===== config.mk =====
export PLATFORM = sky130hd
export DESIGN_NAME = dts_status_irq
export DESIGN_NICKNAME = d
export VERILOG_FILES = /design/src/dts_pkg.sv /design/src/dts_status_irq.sv
export VERILOG_INCLUDE_DIRS = /design/src
export SDC_FILE = /design/constraint.sdc
export NUM_CORES = 1
export LEC_CHECK = 0
export ABC_AREA = 1
export BUFFER_PORTS_ARGS = -buffer_cell sky130_fd_sc_hd__buf_2
export CELL_PAD_IN_SITES_DETAIL_PLACEMENT = 0
export CELL_PAD_IN_SITES_GLOBAL_PLACEMENT = 1
export CORE_MARGIN = 3
export CORE_UTILIZATION = 35
export CTS_CLUSTER_DIAMETER = 150
export DETAILED_ROUTE_END_ITERATION = 8
export PLACE_DENSITY = 0.83
export SYNTH_ARGS = -nofsm -noshare
export SYNTH_HDL_FRONTEND = slang
export SYNTH_SLANG_ARGS = --single-unit

===== constraint.sdc =====
create_clock -name clk -period 1.5 [get_ports clk]
set_input_delay 0.225 -clock clk [delete_from_list [all_inputs] [get_ports clk]]
set_output_delay 0.225 -clock clk [all_outputs]
set_load 0.05 [all_outputs]

===== src/dts_params.svh =====
// Register field positions and constants for the die temperature sensor block
`ifndef DTS_PARAMS_SVH
`define DTS_PARAMS_SVH
`define DTS_ST_HOT 0
`define DTS_ST_HOT_LOG 1
`define DTS_ST_HOTF 2
`define DTS_ST_HOTF_LOG 3
`define DTS_ST_OVH 4
`define DTS_ST_OVH_LOG 5
`define DTS_ST_TH1 6
`define DTS_ST_TH1_LOG 7
`define DTS_ST_TH2 8
`define DTS_ST_TH2_LOG 9
`define DTS_ST_RD_LO 16
`define DTS_ST_RD_HI 22
`define DTS_ST_RES_LO 27
`define DTS_ST_RES_HI 30
`define DTS_ST_VALID 31
`define DTS_CT_HI_EN 0
`define DTS_CT_LO_EN 1
`define DTS_CT_TRIP_EN 2
`define DTS_CT_FORCE_EN 3
`define DTS_CT_OVH_EN 4
`define DTS_CT_TH1_LO 8
`define DTS_CT_TH1_HI 14
`define DTS_CT_TH1_EN 15
`define DTS_CT_TH2_LO 16
`define DTS_CT_TH2_HI 22
`define DTS_CT_TH2_EN 23
`define DTS_CT_WMASK 32'h00FF_FF1F
`define DTS_CTRL_RESET 32'h0000_0000
`define DTS_NUM_THRESH 4'h2
`define DTS_SENSOR_PRESENT 1'h1
`endif


===== src/dts_pkg.sv =====
// Types for the die temperature sensor block
package dts_pkg;
    typedef logic [31:0] dts_word_t;
    typedef logic [6:0] dts_temp_t;
    typedef logic [3:0] dts_res_t;
endpackage


===== src/dts_status_irq.sv =====
// Die temperature sensor status, threshold and interrupt request logic
`timescale 1ns/10ps
`include "dts_params.svh"
// Behaviour
// - Status bit 0 mirrors the hot/throttle signal live; writes ignored.
// - Status bit 1 latches hot/throttle assertion; software clears by writing zero.
// - Status bit 2 high while hot/throttle or external force-throttle active.
// - Status bit 3 latches hot or force assertion; write zero clears.
// - Status bit 4 high while overheat detector active.
// - Status bit 5 latches overheat assertion; write zero clears.
// - Status bit 6 high while temperature at or above first threshold.
// - Status bit 7 latches first threshold reached; write zero clears.
// - Status bit 8 high while temperature at or above second threshold.
// - Status bit 9 latches second threshold reached; write zero clears.
// - Status bits 22:16 give degrees below maximum junction temperature.
// - Reading never shows hotter than maximum; overheat flag covers that.
// - Status bits 30:27 give resolution; software keeps thresholds apart.
// - Status bit 31 set only while reading is valid.
// - Control bit 0 enables interrupt on low-to-high temperature transition.
// - Control bit 1 enables interrupt on high-to-low temperature transition.
// - Control bit 2 enables catastrophic-trip interrupt; trip shuts down.
// - Control bit 3 enables force-throttle interrupt when external hot asserts.
// - Control bit 4 enables overheat interrupt.
// - Control bits 14:8 first threshold, bit 15 its interrupt enable.
// - Control bits 22:16 second threshold, bit 23 its interrupt enable.
// - Identification reports sensor present and number of thresholds.
module dts_status_irq (
    input wire logic clk,
    input wire logic arst_n,
    input wire logic hot_throttle_signal,
    input wire logic external_force_throttle,
    input wire logic overheat_detect,
    input wire logic catastrophic_trip_signal,
    input wire dts_pkg::dts_temp_t sensor_reading,
    input wire logic sensor_reading_valid,
    input wire dts_pkg::dts_res_t sensor_resolution,
    input wire logic status_wr,
    input wire dts_pkg::dts_word_t status_wdata,
    input wire logic ctrl_wr,
    input wire dts_pkg::dts_word_t ctrl_wdata,
    output dts_pkg::dts_word_t status_rdata,
    output dts_pkg::dts_word_t ctrl_rdata,
    output logic thermal_irq,
    output logic shutdown_req,
    output logic id_sensor_present,
    output logic [3:0] id_num_thresholds
);
    import dts_pkg::*;

    // Control register
    dts_word_t ctrl_q;

    // Live flags
    logic hot_q;
    logic hotf_q;
    logic ovh_q;
    logic th1_q;
    logic th2_q;
    logic trip_q;
    logic frc_q;

    // Sticky logs and edge history
    logic hot_log_q;
    logic hotf_log_q;
    logic ovh_log_q;
    logic th1_log_q;
    logic th2_log_q;
    logic hot_prev_q;
    logic ovh_prev_q;
    logic th1_prev_q;
    logic th2_prev_q;
    logic trip_prev_q;
    logic frc_prev_q;

    // Readout fields
    logic valid_q;
    dts_temp_t reading_q;
    dts_res_t res_q;

    // Outputs before their image flops
    logic irq_q;
    logic shut_q;

    // Threshold and force compare
    logic th1_d;
    logic th2_d;
    logic hotf_d;
    logic [6:0] th1_val;
    logic [6:0] th2_val;

    assign th1_val = ctrl_q[`DTS_CT_TH1_HI:`DTS_CT_TH1_LO];
    assign th2_val = ctrl_q[`DTS_CT_TH2_HI:`DTS_CT_TH2_LO];
    // threshold compare
    // Relative readout: smaller value means hotter, so at-or-above is less-or-equal
    assign th1_d = sensor_reading_valid && (sensor_reading <= th1_val);
    assign th2_d = sensor_reading_valid && (sensor_reading <= th2_val);
    assign hotf_d = hot_throttle_signal | external_force_throttle;

    // control register
    // Reserved bits masked so they always read back as zero
    always_ff @(posedge clk or negedge arst_n) begin
        if (!arst_n) begin
            ctrl_q <= `DTS_CTRL_RESET;
        end else if (ctrl_wr) begin
            ctrl_q <= ctrl_wdata & `DTS_CT_WMASK;
        end
    end

    always_ff @(posedge clk or negedge arst_n) begin
        if (!arst_n) begin
            hot_q <= 1'b0;
            hotf_q <= 1'b0;
            ovh_q <= 1'b0;
            th1_q <= 1'b0;
            th2_q <= 1'b0;
            trip_q <= 1'b0;
            frc_q <= 1'b0;
        end else begin
            hot_q <= hot_throttle_signal;
            hotf_q <= hotf_d;
            ovh_q <= overheat_detect;
            th1_q <= th1_d;
            th2_q <= th2_d;
            trip_q <= catastrophic_trip_signal;
            frc_q <= external_force_throttle;
        end
    end

    always_ff @(posedge clk or negedge arst_n) begin
        if (!arst_n) begin
            valid_q <= 1'b0;
            reading_q <= 7'h00;
            res_q <= 4'h0;
        end else begin
            valid_q <= sensor_reading_valid;
            reading_q <= sensor_reading_valid ? sensor_reading : 7'h00;
            res_q <= sensor_resolution;
        end
    end

    always_ff @(posedge clk or negedge arst_n) begin
        if (!arst_n) begin
            trip_prev_q <= 1'b0;
            frc_prev_q <= 1'b0;
        end else begin
            trip_prev_q <= trip_q;
            frc_prev_q <= frc_q;
        end
    end

    // sticky logs
    // Edge history sits beside each log so the log and the request see one edge
    dts_sticky_log #(
        .CLR_BIT(`DTS_ST_HOT_LOG)
    ) u_hot_log (
        .clk(clk),
        .arst_n(arst_n),
        .live(hot_q),
        .wr(status_wr),
        .wdata(status_wdata),
        .prev_q(hot_prev_q),
        .sticky_q(hot_log_q)
    );

    dts_sticky_log #(
        .CLR_BIT(`DTS_ST_HOTF_LOG)
    ) u_hotf_log (
        .clk(clk),
        .arst_n(arst_n),
        .live(hotf_q),
        .wr(status_wr),
        .wdata(status_wdata),
        .prev_q(),
        .sticky_q(hotf_log_q)
    );

    dts_sticky_log #(
        .CLR_BIT(`DTS_ST_OVH_LOG)
    ) u_ovh_log (
        .clk(clk),
        .arst_n(arst_n),
        .live(ovh_q),
        .wr(status_wr),
        .wdata(status_wdata),
        .prev_q(ovh_prev_q),
        .sticky_q(ovh_log_q)
    );

    dts_sticky_log #(
        .CLR_BIT(`DTS_ST_TH1_LOG)
    ) u_th1_log (
        .clk(clk),
        .arst_n(arst_n),
        .live(th1_q),
        .wr(status_wr),
        .wdata(status_wdata),
        .prev_q(th1_prev_q),
        .sticky_q(th1_log_q)
    );

    dts_sticky_log #(
        .CLR_BIT(`DTS_ST_TH2_LOG)
    ) u_th2_log (
        .clk(clk),
        .arst_n(arst_n),
        .live(th2_q),
        .wr(status_wr),
        .wdata(status_wdata),
        .prev_q(th2_prev_q),
        .sticky_q(th2_log_q)
    );

    // one-cycle request per enabled edge
    // Events in one cycle merge into a single pulse
    always_ff @(posedge clk or negedge arst_n) begin
        if (!arst_n) begin
            irq_q <= 1'b0;
        end else begin
            irq_q <=
                (ctrl_q[`DTS_CT_HI_EN] & hot_q & ~hot_prev_q)
                | (ctrl_q[`DTS_CT_LO_EN] & ~hot_q & hot_prev_q)
                | (ctrl_q[`DTS_CT_TRIP_EN] & trip_q & ~trip_prev_q)
                | (ctrl_q[`DTS_CT_FORCE_EN] & frc_q & ~frc_prev_q)
                | (ctrl_q[`DTS_CT_OVH_EN] & ovh_q & ~ovh_prev_q)
                | (ctrl_q[`DTS_CT_TH1_EN] & (th1_q ^ th1_prev_q))
                | (ctrl_q[`DTS_CT_TH2_EN] & (th2_q ^ th2_prev_q));
        end
    end

    always_ff @(posedge clk or negedge arst_n) begin
        if (!arst_n) begin
            shut_q <= 1'b0;
        end else if (trip_q) begin
            shut_q <= 1'b1;
        end
    end

    // Status image registered so reads come straight from flops
    always_ff @(posedge clk or negedge arst_n) begin
        if (!arst_n) begin
            status_rdata <= 32'h0000_0000;
        end else begin
            status_rdata <= 32'h0000_0000;
            status_rdata[`DTS_ST_HOT] <= hot_q;
            status_rdata[`DTS_ST_HOT_LOG] <= hot_log_q;
            status_rdata[`DTS_ST_HOTF] <= hotf_q;
            status_rdata[`DTS_ST_HOTF_LOG] <= hotf_log_q;
            status_rdata[`DTS_ST_OVH] <= ovh_q;
            status_rdata[`DTS_ST_OVH_LOG] <= ovh_log_q;
            status_rdata[`DTS_ST_TH1] <= th1_q;
            status_rdata[`DTS_ST_TH1_LOG] <= th1_log_q;
            status_rdata[`DTS_ST_TH2] <= th2_q;
            status_rdata[`DTS_ST_TH2_LOG] <= th2_log_q;
            status_rdata[`DTS_ST_RD_HI:`DTS_ST_RD_LO] <= reading_q;
            status_rdata[`DTS_ST_RES_HI:`DTS_ST_RES_LO] <= res_q;
            status_rdata[`DTS_ST_VALID] <= valid_q;
        end
    end

    always_ff @(posedge clk or negedge arst_n) begin
        if (!arst_n) begin
            ctrl_rdata <= 32'h0000_0000;
        end else begin
            ctrl_rdata <= ctrl_q;
        end
    end

    always_ff @(posedge clk or negedge arst_n) begin
        if (!arst_n) begin
            thermal_irq <= 1'b0;
        end else begin
            thermal_irq <= irq_q;
        end
    end

    always_ff @(posedge clk or negedge arst_n) begin
        if (!arst_n) begin
            shutdown_req <= 1'b0;
        end else begin
            shutdown_req <= shut_q;
        end
    end

    always_ff @(posedge clk or negedge arst_n) begin
        if (!arst_n) begin
            id_sensor_present <= 1'b0;
            id_num_thresholds <= 4'h0;
        end else begin
            id_sensor_present <= `DTS_SENSOR_PRESENT;
            id_num_thresholds <= `DTS_NUM_THRESH;
        end
    end
endmodule // dts_status_irq

// Sticky log flag with its own edge history
module dts_sticky_log #(
    parameter int CLR_BIT = 1
) (
    input wire logic clk,
    input wire logic arst_n,
    input wire logic live,
    input wire logic wr,
    input wire dts_pkg::dts_word_t wdata,
    output logic prev_q,
    output logic sticky_q
);
    import dts_pkg::*;

    logic clr;
    logic rise;

    // Writing zero clears; writing one leaves the flag alone
    assign clr = wr & ~wdata[CLR_BIT];
    assign rise = live & ~prev_q;

    always_ff @(posedge clk or negedge arst_n) begin
        if (!arst_n) begin
            prev_q <= 1'b0;
        end else begin
            prev_q <= live;
        end
    end

    // Set beats clear so an event landing on a clear write is kept
    always_ff @(posedge clk or negedge arst_n) begin
        if (!arst_n) begin
            sticky_q <= 1'b0;
        end else begin
            sticky_q <= rise | (sticky_q & ~clr);
        end
    end
endmodule // dts_sticky_log


==> results of run 1 <==
[kinds of logic (layout without fill, tap and decap cells)]
logic type               Yosys count  in the layout  synth area share
buffers and inverters             76            159             0.122
multiplexers                       5              5            0.0162
other                              2             25           0.00216
AND/OR/NAND/NOR                   60             60            0.0705
adder cells (fa/ha/maj)           16             16            0.0576
AO/OA/AOI/OAI                     33             33            0.0479
flip-flops                        95             95             0.684
[critical path: stages, from the launching register on]
cell	delay, ns
dfrtp_1	0.39
inv_1	0.08
ha_1	0.24
nand2_1	0.11
inv_1	0.05
a21oi_1	0.17
nand2_1	0.09
a21oi_1	0.15
[how the worst max path moves through the flow]
stage,from,to,depth (start not counted)
after floorplan,ctrl_q[14]$_DFFE_PN0P_,th1_q$_DFF_PN0_,7
after global placement,ctrl_q[14]$_DFFE_PN0P_,th1_q$_DFF_PN0_,7
after detailed placement,ctrl_q[14]$_DFFE_PN0P_,th1_q$_DFF_PN0_,7
after CTS,ctrl_q[14]$_DFFE_PN0P_,th1_q$_DFF_PN0_,7
after global routing,ctrl_q[22]$_DFFE_PN0P_,th2_q$_DFF_PN0_,7
final,ctrl_q[14]$_DFFE_PN0P_,th1_q$_DFF_PN0_,7
[cells in the final DEF (no fill, tap or decap), types with 3 or more instances in the layout]
master / Yosys / layout
nand2_1: 47 / 47
buf_2: 0 / 91
ha_1: 16 / 16
mux2_2: 5 / 5
nor2_1: 3 / 3
dlygate4sd3_1: 0 / 9
conb_1: 2 / 25
inv_1: 41 / 41
o21ai_0: 11 / 11
a21oi_1: 7 / 7
o21ai_1: 14 / 14
dfrtp_1: 95 / 95
clkbuf_8: 0 / 9
[routing by layer]
metal / GRT usage / share of wire / up-vias / wire (um)
li1: - / - / 1036 / -
met1: 0.148 / 0.42 / 938 / 2630
met2: 0.187 / 0.48 / 77 / 3040
met3: 0.0312 / 0.071 / 14 / 448
met4: 0.0712 / 0.029 / 0 / 185
met5: 0 / 0 / - / 0
[final cells by class]
class	instances	area (um^2)	area share
clock buffers	10	128	0.0302
clock inverters	5	60.1	0.0142
inverters	41	154	0.0364
multi-input cells	139	762	0.180
flip-flops and latches	95	2380	0.563
well taps	129	161	0.0382
repair buffers	103	581	0.137
[power by group]
part	internal (mW)	switching [mW]
Sequential	2.78	0.0816
Clock	0.765	0.846
Combinational	0.252	0.815
Total	3.79	1.74
[through the flow]
step	hold WS, ns	power [mW]	cell area (um^2)	setup slack, ns
detailed placement	0.315	3.98	3950	0.159
floorplan	-0.0706	3.73	3560	0.370
global placement	0.304	3.95	3950	0.193
CTS	0.0625	5.62	4220	0.131
global route	0.0760	5.82	4220	0.0421
finish	0.0736	5.54	4220	0.155
[sequential cells by signal, summed over array words and instances (netlist names), 4 cells and up]
signal / cells
status_rdata: 22
ctrl_q: 21
ctrl_rdata: 21
reading_q: 7
res_q: 4
==> impl_results.md, run 1 <==
* Root Buffer: clkbuf_8
* Yosys cell types at 19
* Total of max-cap violations at 0
* Critical Path AT at 1.62 ns
* Worst hold stages at 3
* Top FF cell, synth: dfrtp_1
* Top cells by area, synth: dfrtp_1 68%, buf_4 6.7%, ha_1 5.8%
* Number of enable flip-flop cells after synthesis at 0
* Final ANT Viol Nets at 0
* Htree depth at 3
* CTS Buf Count at 9
* Row cnt at 35
* Worst min-delay path startpoint: ctrl_wdata[22]
* Vias per Instance at 3.96
* Worst VDD drop at 0.505 mV
* Minimum clock period at 1.35 ns
* Placed wire-length estimate at 4.58 mm
* Setup TNS at 0 ns
* Detailed-route via count at 2065
* Starting Density at 0.368
* Die height at 106 um
* GRT Residual Overflow at 0
* Post-CTS Repair Setup Buffers at 0
* Total track usage at 0.119
* Layout cell share with drive strength beyond 1 at 0.298
* Skew final at 0.00677 ns
* Worst Path Max Fanout at 2
* Area of the die at 11200 um^2
* Yosys Warn Count at 0
* PwrDens at 1310 nW/um^2
* Initial antenna violation count at 0
* Placed Cells at 498
* Flop and latch count out of synthesis at 95
* Area of the core at 9460 um^2
* Number of DRC markers in iteration 0 at 88
* Worst Hold Path EP: ctrl_q[22]$_DFFE_PN0P_
* Largest net degree at the start of global routing at 96
* Nets at 489
* Netlist Area Pre-Place at 3480 um^2
* Core Util, Final at 0.446
* ANT cells at 0
* Most common cell in the synthesized netlist: dfrtp_1
* Final hold vios at 0
* CTS tree: built
* Yosys top cell area share at 0.684
* Post-cts sizing count at 0
* Max-slew violation count at 0
* RSZ-0062 raised after global routing: false
* Top Ports at 155
* Syn avg cell area at 12.1 um^2
* Final Non-Filler Cells at 522
* Final setup vio count at 0
* Worst Setup End Kind: flip-flop
* Bufs on Longest Clock Path at 2
* Routability congestion estimate at 0.782
* WL/cell at 12.1 um
* Most frequent cells after synthesis: 95 x dfrtp_1, 47 x nand2_1, 41 x inv_1
* Global-route wire length before repair at 10.2 mm
* F_max at 0.743 GHz
* Clk sinks at 95
* Worst Path Class, Setup: flip-flop to flip-flop
* Sequential share of the synthesized area at 0.684
* R2R setup slack at 0.15 ns
* Crit Reg-Reg Endpoint: th1_q$_DFF_PN0_
* Clock transition at path regs at 0.09 ns
* Status: finished clean
* Post-synthesis async set-or-reset flop share at 1.00
* Cell taking the most area after synthesis: dfrtp_1
* Die width at 106 um
* Fillers at 898
* Crit Reg-Reg Startpoint: ctrl_q[14]$_DFFE_PN0P_
* R2R depth at 7
* Worst Path Required at 1.77 ns
* DRC at 0
* WL final at 6.31 mm
* Final Cycle Share at 0.897
* Synthesized instance count at 287
* First-pass DRT Iterations at 4
* Startpoint types: flip-flop
* Later-pin clock latency in the skew report at 0.35 ns
* Leakage at 2.26 nW
* Number of global-route vias before repair at 2142
* Area Growth Syn to Fin at 21.4%
* Worst hold path class: primary input to flip-flop
* Hold buffers post-CTS at 9
* Port bufs at 92
Power figures use the tool's default switching activity.
==> inputs of run 2 (changes only) <==
- GPL_TIMING_DRIVEN: not set -> 0
- HOLD_SLACK_MARGIN: not set -> 0.02
==> impl_results.md, run 2 (synthesis gave the netlist of run 1 again) <==
* Status: finished clean
* Die height at 106 um (unchanged)
* Pint at 3.86 mW (+1.7%)
* Htree depth at 3 (unchanged)
* Levels on crit path at 2 (-5)
* Worst VDD drop at 0.443 mV (-12%)
* Port bufs at 91 (-1.1%)
* Pre-CTS setup slack at 0.204 ns (+0.0451 ns)
* Post-CTS Repair Setup Buffers at 0 (unchanged)
* Worst Setup End Kind: primary output
* Total of max-cap violations at 0 (unchanged)
* CTS tree: built
* Detailed-route via count at 2207 (+6.9%)
* Worst Path Class, Setup: flip-flop to primary output
* Sw Share at 0.316 (+0.00136)
* Routability congestion estimate at 0.818 (+4.7%)
* Worst Path Required at 1.27 ns (-0.50 ns)
* Nets at 523 (+7.0%)
* Area Growth Syn to Fin at 29.4%
* Largest net degree at the start of global routing at 50 (-48%)
* Die width at 106 um (unchanged)
* Top Ports at 155 (unchanged)
* Number of DRC markers in iteration 0 at 61 (-31%)
* Final setup vio count at 0 (unchanged)
* Global-route wire length before repair at 10.8 mm (+5.5%)
* Slew HR at 0.615
* DRC at 0 (unchanged)
* Cell breakdown of the critical path: buf_4, buf_2
* Startpoint types: flip-flop
* R2R setup slack at 0.22 ns (+0.07 ns)
* Actual slew at the worst max-slew pin at 0.578 ns
* WL final at 6.76 mm (+7.2%)
* WL/cell at 12.2 um (+0.69%)
* Final Non-Filler Cells at 556 (+6.5%)
* Clk sinks at 95 (unchanged)
* Final hold vios at 0 (unchanged)
* Commonest non-fill, non-tap cells in the layout: 95 x dfrtp_1, 90 x buf_2, 47 x nand2_1, 41 x inv_1, 32 x buf_4
* Worst hold path class: primary input to flip-flop
* Worst setup path endpoint: status_rdata[0]
* Final Cycle Share at 0.891 (-0.00605)
* Number of global-route vias before repair at 2292 (+7.0%)
* Final ANT Viol Nets at 0 (unchanged)
* Area of the core at 9460 um^2 (unchanged)
* Placed Cells at 531 (+6.6%)
* Buf/Inv on CP at 2 (unchanged)
* CP max stage delay at 0.39 ns (about the same)
* Largest registers: status_rdata: 22 flops, ctrl_q: 21 flops, ctrl_rdata: 21 flops
* Skew final at 0.0120 ns (+0.00526 ns)
* Worst Path Max Fanout at 4 (+2)
* Area of the die at 11200 um^2 (unchanged)
* Bufs on Longest Clock Path at 2 (unchanged)
* Vias per Instance at 3.97 (+0.34%)
* Total track usage at 0.125 (+0.00543)
* Delay-heaviest family, CP: flip-flops
* CTS Buf Count at 9 (unchanged)
* GRT Residual Overflow at 0 (unchanged)
* ANT cells at 0 (unchanged)
* Placed wire-length estimate at 5.03 mm (+9.9%)
* Combinational group share of total power at 0.205 (+0.012)
* Initial antenna violation count at 1 (+1)
* R2R depth at 7 (unchanged)
* Number of flip-flops in the largest register at 22 (unchanged)
* Starting Density at 0.368 (unchanged)
* Sequential share of power at 0.507 (-0.009)
* Row cnt at 35 (unchanged)
* Crit Reg-Reg Endpoint: th1_q$_DFF_PN0_
* Slowest-stage cell, CP: dfrtp_1
* Max-slew violation count at 0 (unchanged)
* Later-pin clock latency in the skew report at 0.36 ns (about the same)
* Crit Reg-Reg Startpoint: ctrl_q[14]$_DFFE_PN0P_
* Leading cell type in the layout, fill and taps excluded: dfrtp_1
* Clk pwr share at 0.288 (-0.003)
* Largest Register: status_rdata
* RSZ-0062 raised after global routing: false
* Layout cell share with drive strength beyond 1 at 0.354 (+0.0559)
* Critical Path AT at 1.11 ns (-0.51 ns)
* Setup ws final at 0.164 ns (+0.00908 ns)
* F_max at 0.748 GHz (+0.68%)
* Switching power total at 1.78 mW (+2.3%)
* Minimum clock period at 1.34 ns (-0.00908 ns)
* Root Buffer: clkbuf_8
* Leakage at 2.44 nW (+8.2%)
* Clock transition at path regs at 0.09 ns (about the same)
* First-pass DRT Iterations at 4 (unchanged)
* PwrDens at 1250 nW/um^2 (-4.4%)
* CP startpoint: status_rdata[0]$_DFF_PN0_
==> run 2: layout make-up <==
| cell class | instances | area [um^2] |
|---|---|---|
| multi-input combinational | 139 | 766 |
| buffer | 35 | 270 |
| sequential | 95 | 2380 |
| clock inverter | 6 | 61.3 |
| fill | 884 | 4960 |
| timing repair buffer | 102 | 586 |
| inverter | 41 | 154 |
| clock buffer | 9 | 124 |
| tap | 129 | 161 |
==> run 2: worst min-delay path by stage <==
| stage | from | endpoint | slack [ns] | cells after the start |
|---|---|---|---|---|
| final | ctrl_wdata[22] | ctrl_q[22]$_DFFE_PN0P_ | 0.07 | 3 |
| after global routing | ctrl_wdata[23] | ctrl_q[23]$_DFFE_PN0P_ | 0.07 | 3 |
| after CTS | ctrl_wdata[22] | ctrl_q[22]$_DFFE_PN0P_ | 0.06 | 3 |
| after detailed placement | arst_n | status_rdata[3]$_DFF_PN0_ | 0.27 | 1 |
| after global placement | valid_q$_DFF_PN0_ | status_rdata[31]$_DFF_PN0_ | 0.33 | 0 |
| after floorplan | arst_n | ctrl_q[0]$_DFFE_PN0P_ | -0.07 | 0 |
==> run 2: through the flow <==
| stage | area, um^2 | utilization | TNS [ns] | total power, mW | hold WS [ns] |
|---|---|---|---|---|---|
| floorplan | 3560 | - | 0 | 3.73 | -0.0706 |
| global placement | 4180 | 0.442 | -55.34 | 4.02 | 0.331 |
| detailed placement | 4210 | 0.445 | 0 | 4.06 | 0.269 |
| CTS | 4500 | 0.475 | 0 | 5.71 | 0.0605 |
| global route | 4500 | 0.476 | 0 | 5.93 | 0.0676 |
| finish | 4500 | 0.476 | 0 | 5.64 | 0.0745 |
==> run 2: worst register-to-register path: stages (launching register included) <==
cell	delay [ns]
dfrtp_1	0.39
inv_1	0.08
ha_1	0.24
nand2_1	0.11
inv_1	0.05
a21oi_1	0.14
nand2_1	0.09
a21oi_2	0.12
==> run 2: routing by layer <==
metal,GRT usage,vias to the layer above,wire (um)
li1,-,1102,-
met1,0.152,1000,2950
met2,0.198,82,3120
met3,0.0337,21,493
met4,0.0731,2,181
met5,0,-,7
==> run 2: power by group through the flow <==
stage / logic [mW] / clock network (mW) / registers (mW)
CTS: 1.17 / 1.68 / 2.87
global route: 1.25 / 1.79 / 2.89
global placement: 1.12 / 0 / 2.91
detailed placement: 1.15 / 0 / 2.92
finish: 1.16 / 1.62 / 2.86
floorplan: 0.475 / 0 / 3.26
==> run 2: timing repair <==
action                     4_1_cts  5_1_grt
setup endpoints to repair        0        1
resized for setup                0        1
hold buffers                    10        0
hold endpoints to repair        55        0
==> inputs of run 3 (changes only) <==
- CORE_UTILIZATION: 35 -> 38
- PLACE_DENSITY: 0.83 -> 0.89
- clock period: 1.5 -> 1.7 ns (I/O delays scaled with it)
==> impl_results.md, run 3 (synthesis gave the netlist of run 1 again) <==
* Worst hold path class: primary input to flip-flop
* Leakage at 2.45 nW (+0.32%)
* Pint at 3.57 mW (-7.5%)
* Skew final at 0.00651 ns (-0.00553 ns)
* Die width at 102 um (-3.8%)
* Final hold vios at 0 (unchanged)
* CTS Buf Count at 9 (unchanged)
* Final ANT Viol Nets at 0 (unchanged)
* R2R depth at 7 (unchanged)
* Clk sinks at 95 (unchanged)
* Combinational group share of total power at 0.197 (-0.008)
* Post-CTS Repair Setup Buffers at 0 (unchanged)
* Root Buffer: clkbuf_8
* Worst setup path endpoint: status_rdata[0]
* Largest Register: status_rdata
* Placed wire-length estimate at 4.84 mm (-3.9%)
* Hold buffers post-CTS at 10 (unchanged)
* ANT cells at 0 (unchanged)
* Largest net degree at the start of global routing at 74 (+48%)
* Later-pin clock latency in the skew report at 0.35 ns (about the same)
* Number of flip-flops in the largest register at 22 (unchanged)
* Port bufs at 91 (unchanged)
* RSZ-0062 raised after global routing: false
* Core Util, Final at 0.512 (+0.0358)
* Setup TNS at 0 ns (unchanged)
* Crit Reg-Reg Endpoint: th1_q$_DFF_PN0_
* Switching power total at 1.57 mW (-12%)
* Max-slew violation count at 0 (unchanged)
* Crit Reg-Reg Startpoint: ctrl_q[14]$_DFFE_PN0P_
* Number of global-route vias before repair at 2205 (-3.8%)
* Pre-CTS setup slack at 0.416 ns (+0.211 ns)
* Placed Cells at 510 (-4.0%)
* Row cnt at 34 (-2.9%)
* Metal3 WL at 430 um (-13%)
* Largest registers: status_rdata: 22 flops, ctrl_q: 21 flops, ctrl_rdata: 21 flops
* DRC at 0 (unchanged)
* Total power at 5.14 mW (-8.9%)
* WL/cell at 12.1 um (-0.41%)
* Worst Setup End Kind: primary output
* Wire length on met1 at 2.71 mm (-8.4%)
* Status: finished clean
* Uppermost routed layer: met4
* Detailed-route via count at 2205 (-0.091%)
* Final Non-Filler Cells at 536 (-3.6%)
* CTS tree: built
* Initial antenna violation count at 0 (-1)
* Worst Path Max Fanout at 4 (unchanged)
* Number of DRC markers in iteration 0 at 109 (+79%)
* Minimum clock period at 1.37 ns
* F_max at 0.732 GHz
* Starting Density at 0.395 (+0.0273)
* Global-route wire length before repair at 10.5 mm (-2.9%)
* Die height at 102 um (-3.8%)
* Vias per Instance at 4.11 (+3.6%)
* Critical Path AT at 1.11 ns (about the same)
* R2R setup slack at 0.38 ns (+0.16 ns)
* Htree depth at 3 (unchanged)
* Sw Share at 0.305 (-0.0107)
* CP startpoint: status_rdata[0]$_DFF_PN0_
* Sequential share of power at 0.491 (-0.016)
* Setup ws final at 0.333 ns (+0.169 ns)
* PwrDens at 1140 nW/um^2 (-9.0%)
* Clk pwr share at 0.312 (+0.024)
* Worst Path Required at 1.44 ns (+0.17 ns)
* Area of the die at 10300 um^2 (-7.5%)
* First-pass DRT Iterations at 4 (unchanged)
* Worst VDD drop at 0.457 mV (+3.0%)
* Metal2 WL at 3.18 mm (+1.8%)
* Top Ports at 155 (unchanged)
* Worst Path Class, Setup: flip-flop to primary output
* Commonest non-fill, non-tap cells in the layout: 95 x dfrtp_1, 90 x buf_2, 47 x nand2_1, 41 x inv_1, 32 x buf_4
* Final setup vio count at 0 (unchanged)
* Routability congestion estimate at 0.827 (+0.99%)
* WL final at 6.49 mm (-4.0%)
* Total of max-cap violations at 0 (unchanged)
* Clock transition at path regs at 0.09 ns (about the same)
* Nets at 523 (unchanged)
* Area of the core at 8810 um^2 (-6.9%)
* Total track usage at 0.131 (+0.00672)
* Layout cell share with drive strength beyond 1 at 0.350 (-0.00316)
* Post-cts sizing count at 0 (unchanged)
* Leading cell type in the layout, fill and taps excluded: dfrtp_1
* Final Cycle Share at 0.804
* Area Growth Syn to Fin at 29.5%
* Startpoint types: flip-flop
* GRT Residual Overflow at 0 (unchanged)
* Bufs on Longest Clock Path at 2 (unchanged)
==> run 3: changes by cell type in the layout (fill, tap and decap cells not counted), sizes merged <==
| cell | previous run | this run |
|---|---|---|
| bufinv | 1 | 2 |
| clkbuf | 10 | 11 |
| clkinv | 3 | 1 |
| clkinvlp | 1 | 2 |
==> run 3: per-stage QoR <==
step / hold slack, ns / area, um^2
after floorplan: -0.0406 / 3560
after global placement: 0.333 / 4150
after CTS: 0.0941 / 4500
after global routing: 0.0916 / 4500
after detailed placement: 0.172 / 4180
final: 0.107 / 4500
==> run 3: cell type report <==
cell class / instances / area (um^2)
fillers: 769 / 4300
flip-flops and latches: 95 / 2380
multi-input cells: 139 / 762
repair buffers: 102 / 586
plain buffers: 35 / 270
inverters: 41 / 154
well taps: 108 / 135
clock buffers: 10 / 128
clock inverters: 6 / 92.6
==> run 3: worst max-delay path: stages, from the launching register on <==
cell and delay (ns):
dfrtp_1 0.40, buf_4 0.12, buf_2 0.25
==> run 3: power by group through the flow <==
stage | sequential (mW) | clock (mW) | combinational, mW
6_report | 2.52 | 1.60 | 1.01
5_1_grt | 2.55 | 1.75 | 1.10
4_1_cts | 2.53 | 1.64 | 1.02
3_5_place_dp | 2.57 | 0 | 1.00
3_3_place_gp | 2.56 | 0 | 0.981
2_1_floorplan | 2.87 | 0 | 0.419
==> run 3: routing by layer <==
layer  vias to the layer above  track usage
li1                       1103            -
met1                      1013        0.171
met2                        73        0.204
met3                        16       0.0372
met4                         0       0.0603
met5                         -            0
==> run 3: worst min path at each step <==
stage	startpoint	to	slack, ns	cells past startpoint
3_5_place_dp	arst_n	status_rdata[3]$_DFF_PN0_	0.17	1
6_report	ctrl_wdata[0]	ctrl_q[0]$_DFFE_PN0P_	0.11	3
3_3_place_gp	res_q[1]$_DFF_PN0_	status_rdata[28]$_DFF_PN0_	0.33	0
5_1_grt	ctrl_wdata[0]	ctrl_q[0]$_DFFE_PN0P_	0.09	3
2_1_floorplan	arst_n	ctrl_q[0]$_DFFE_PN0P_	-0.04	0
4_1_cts	ctrl_wdata[0]	ctrl_q[0]$_DFFE_PN0P_	0.09	3
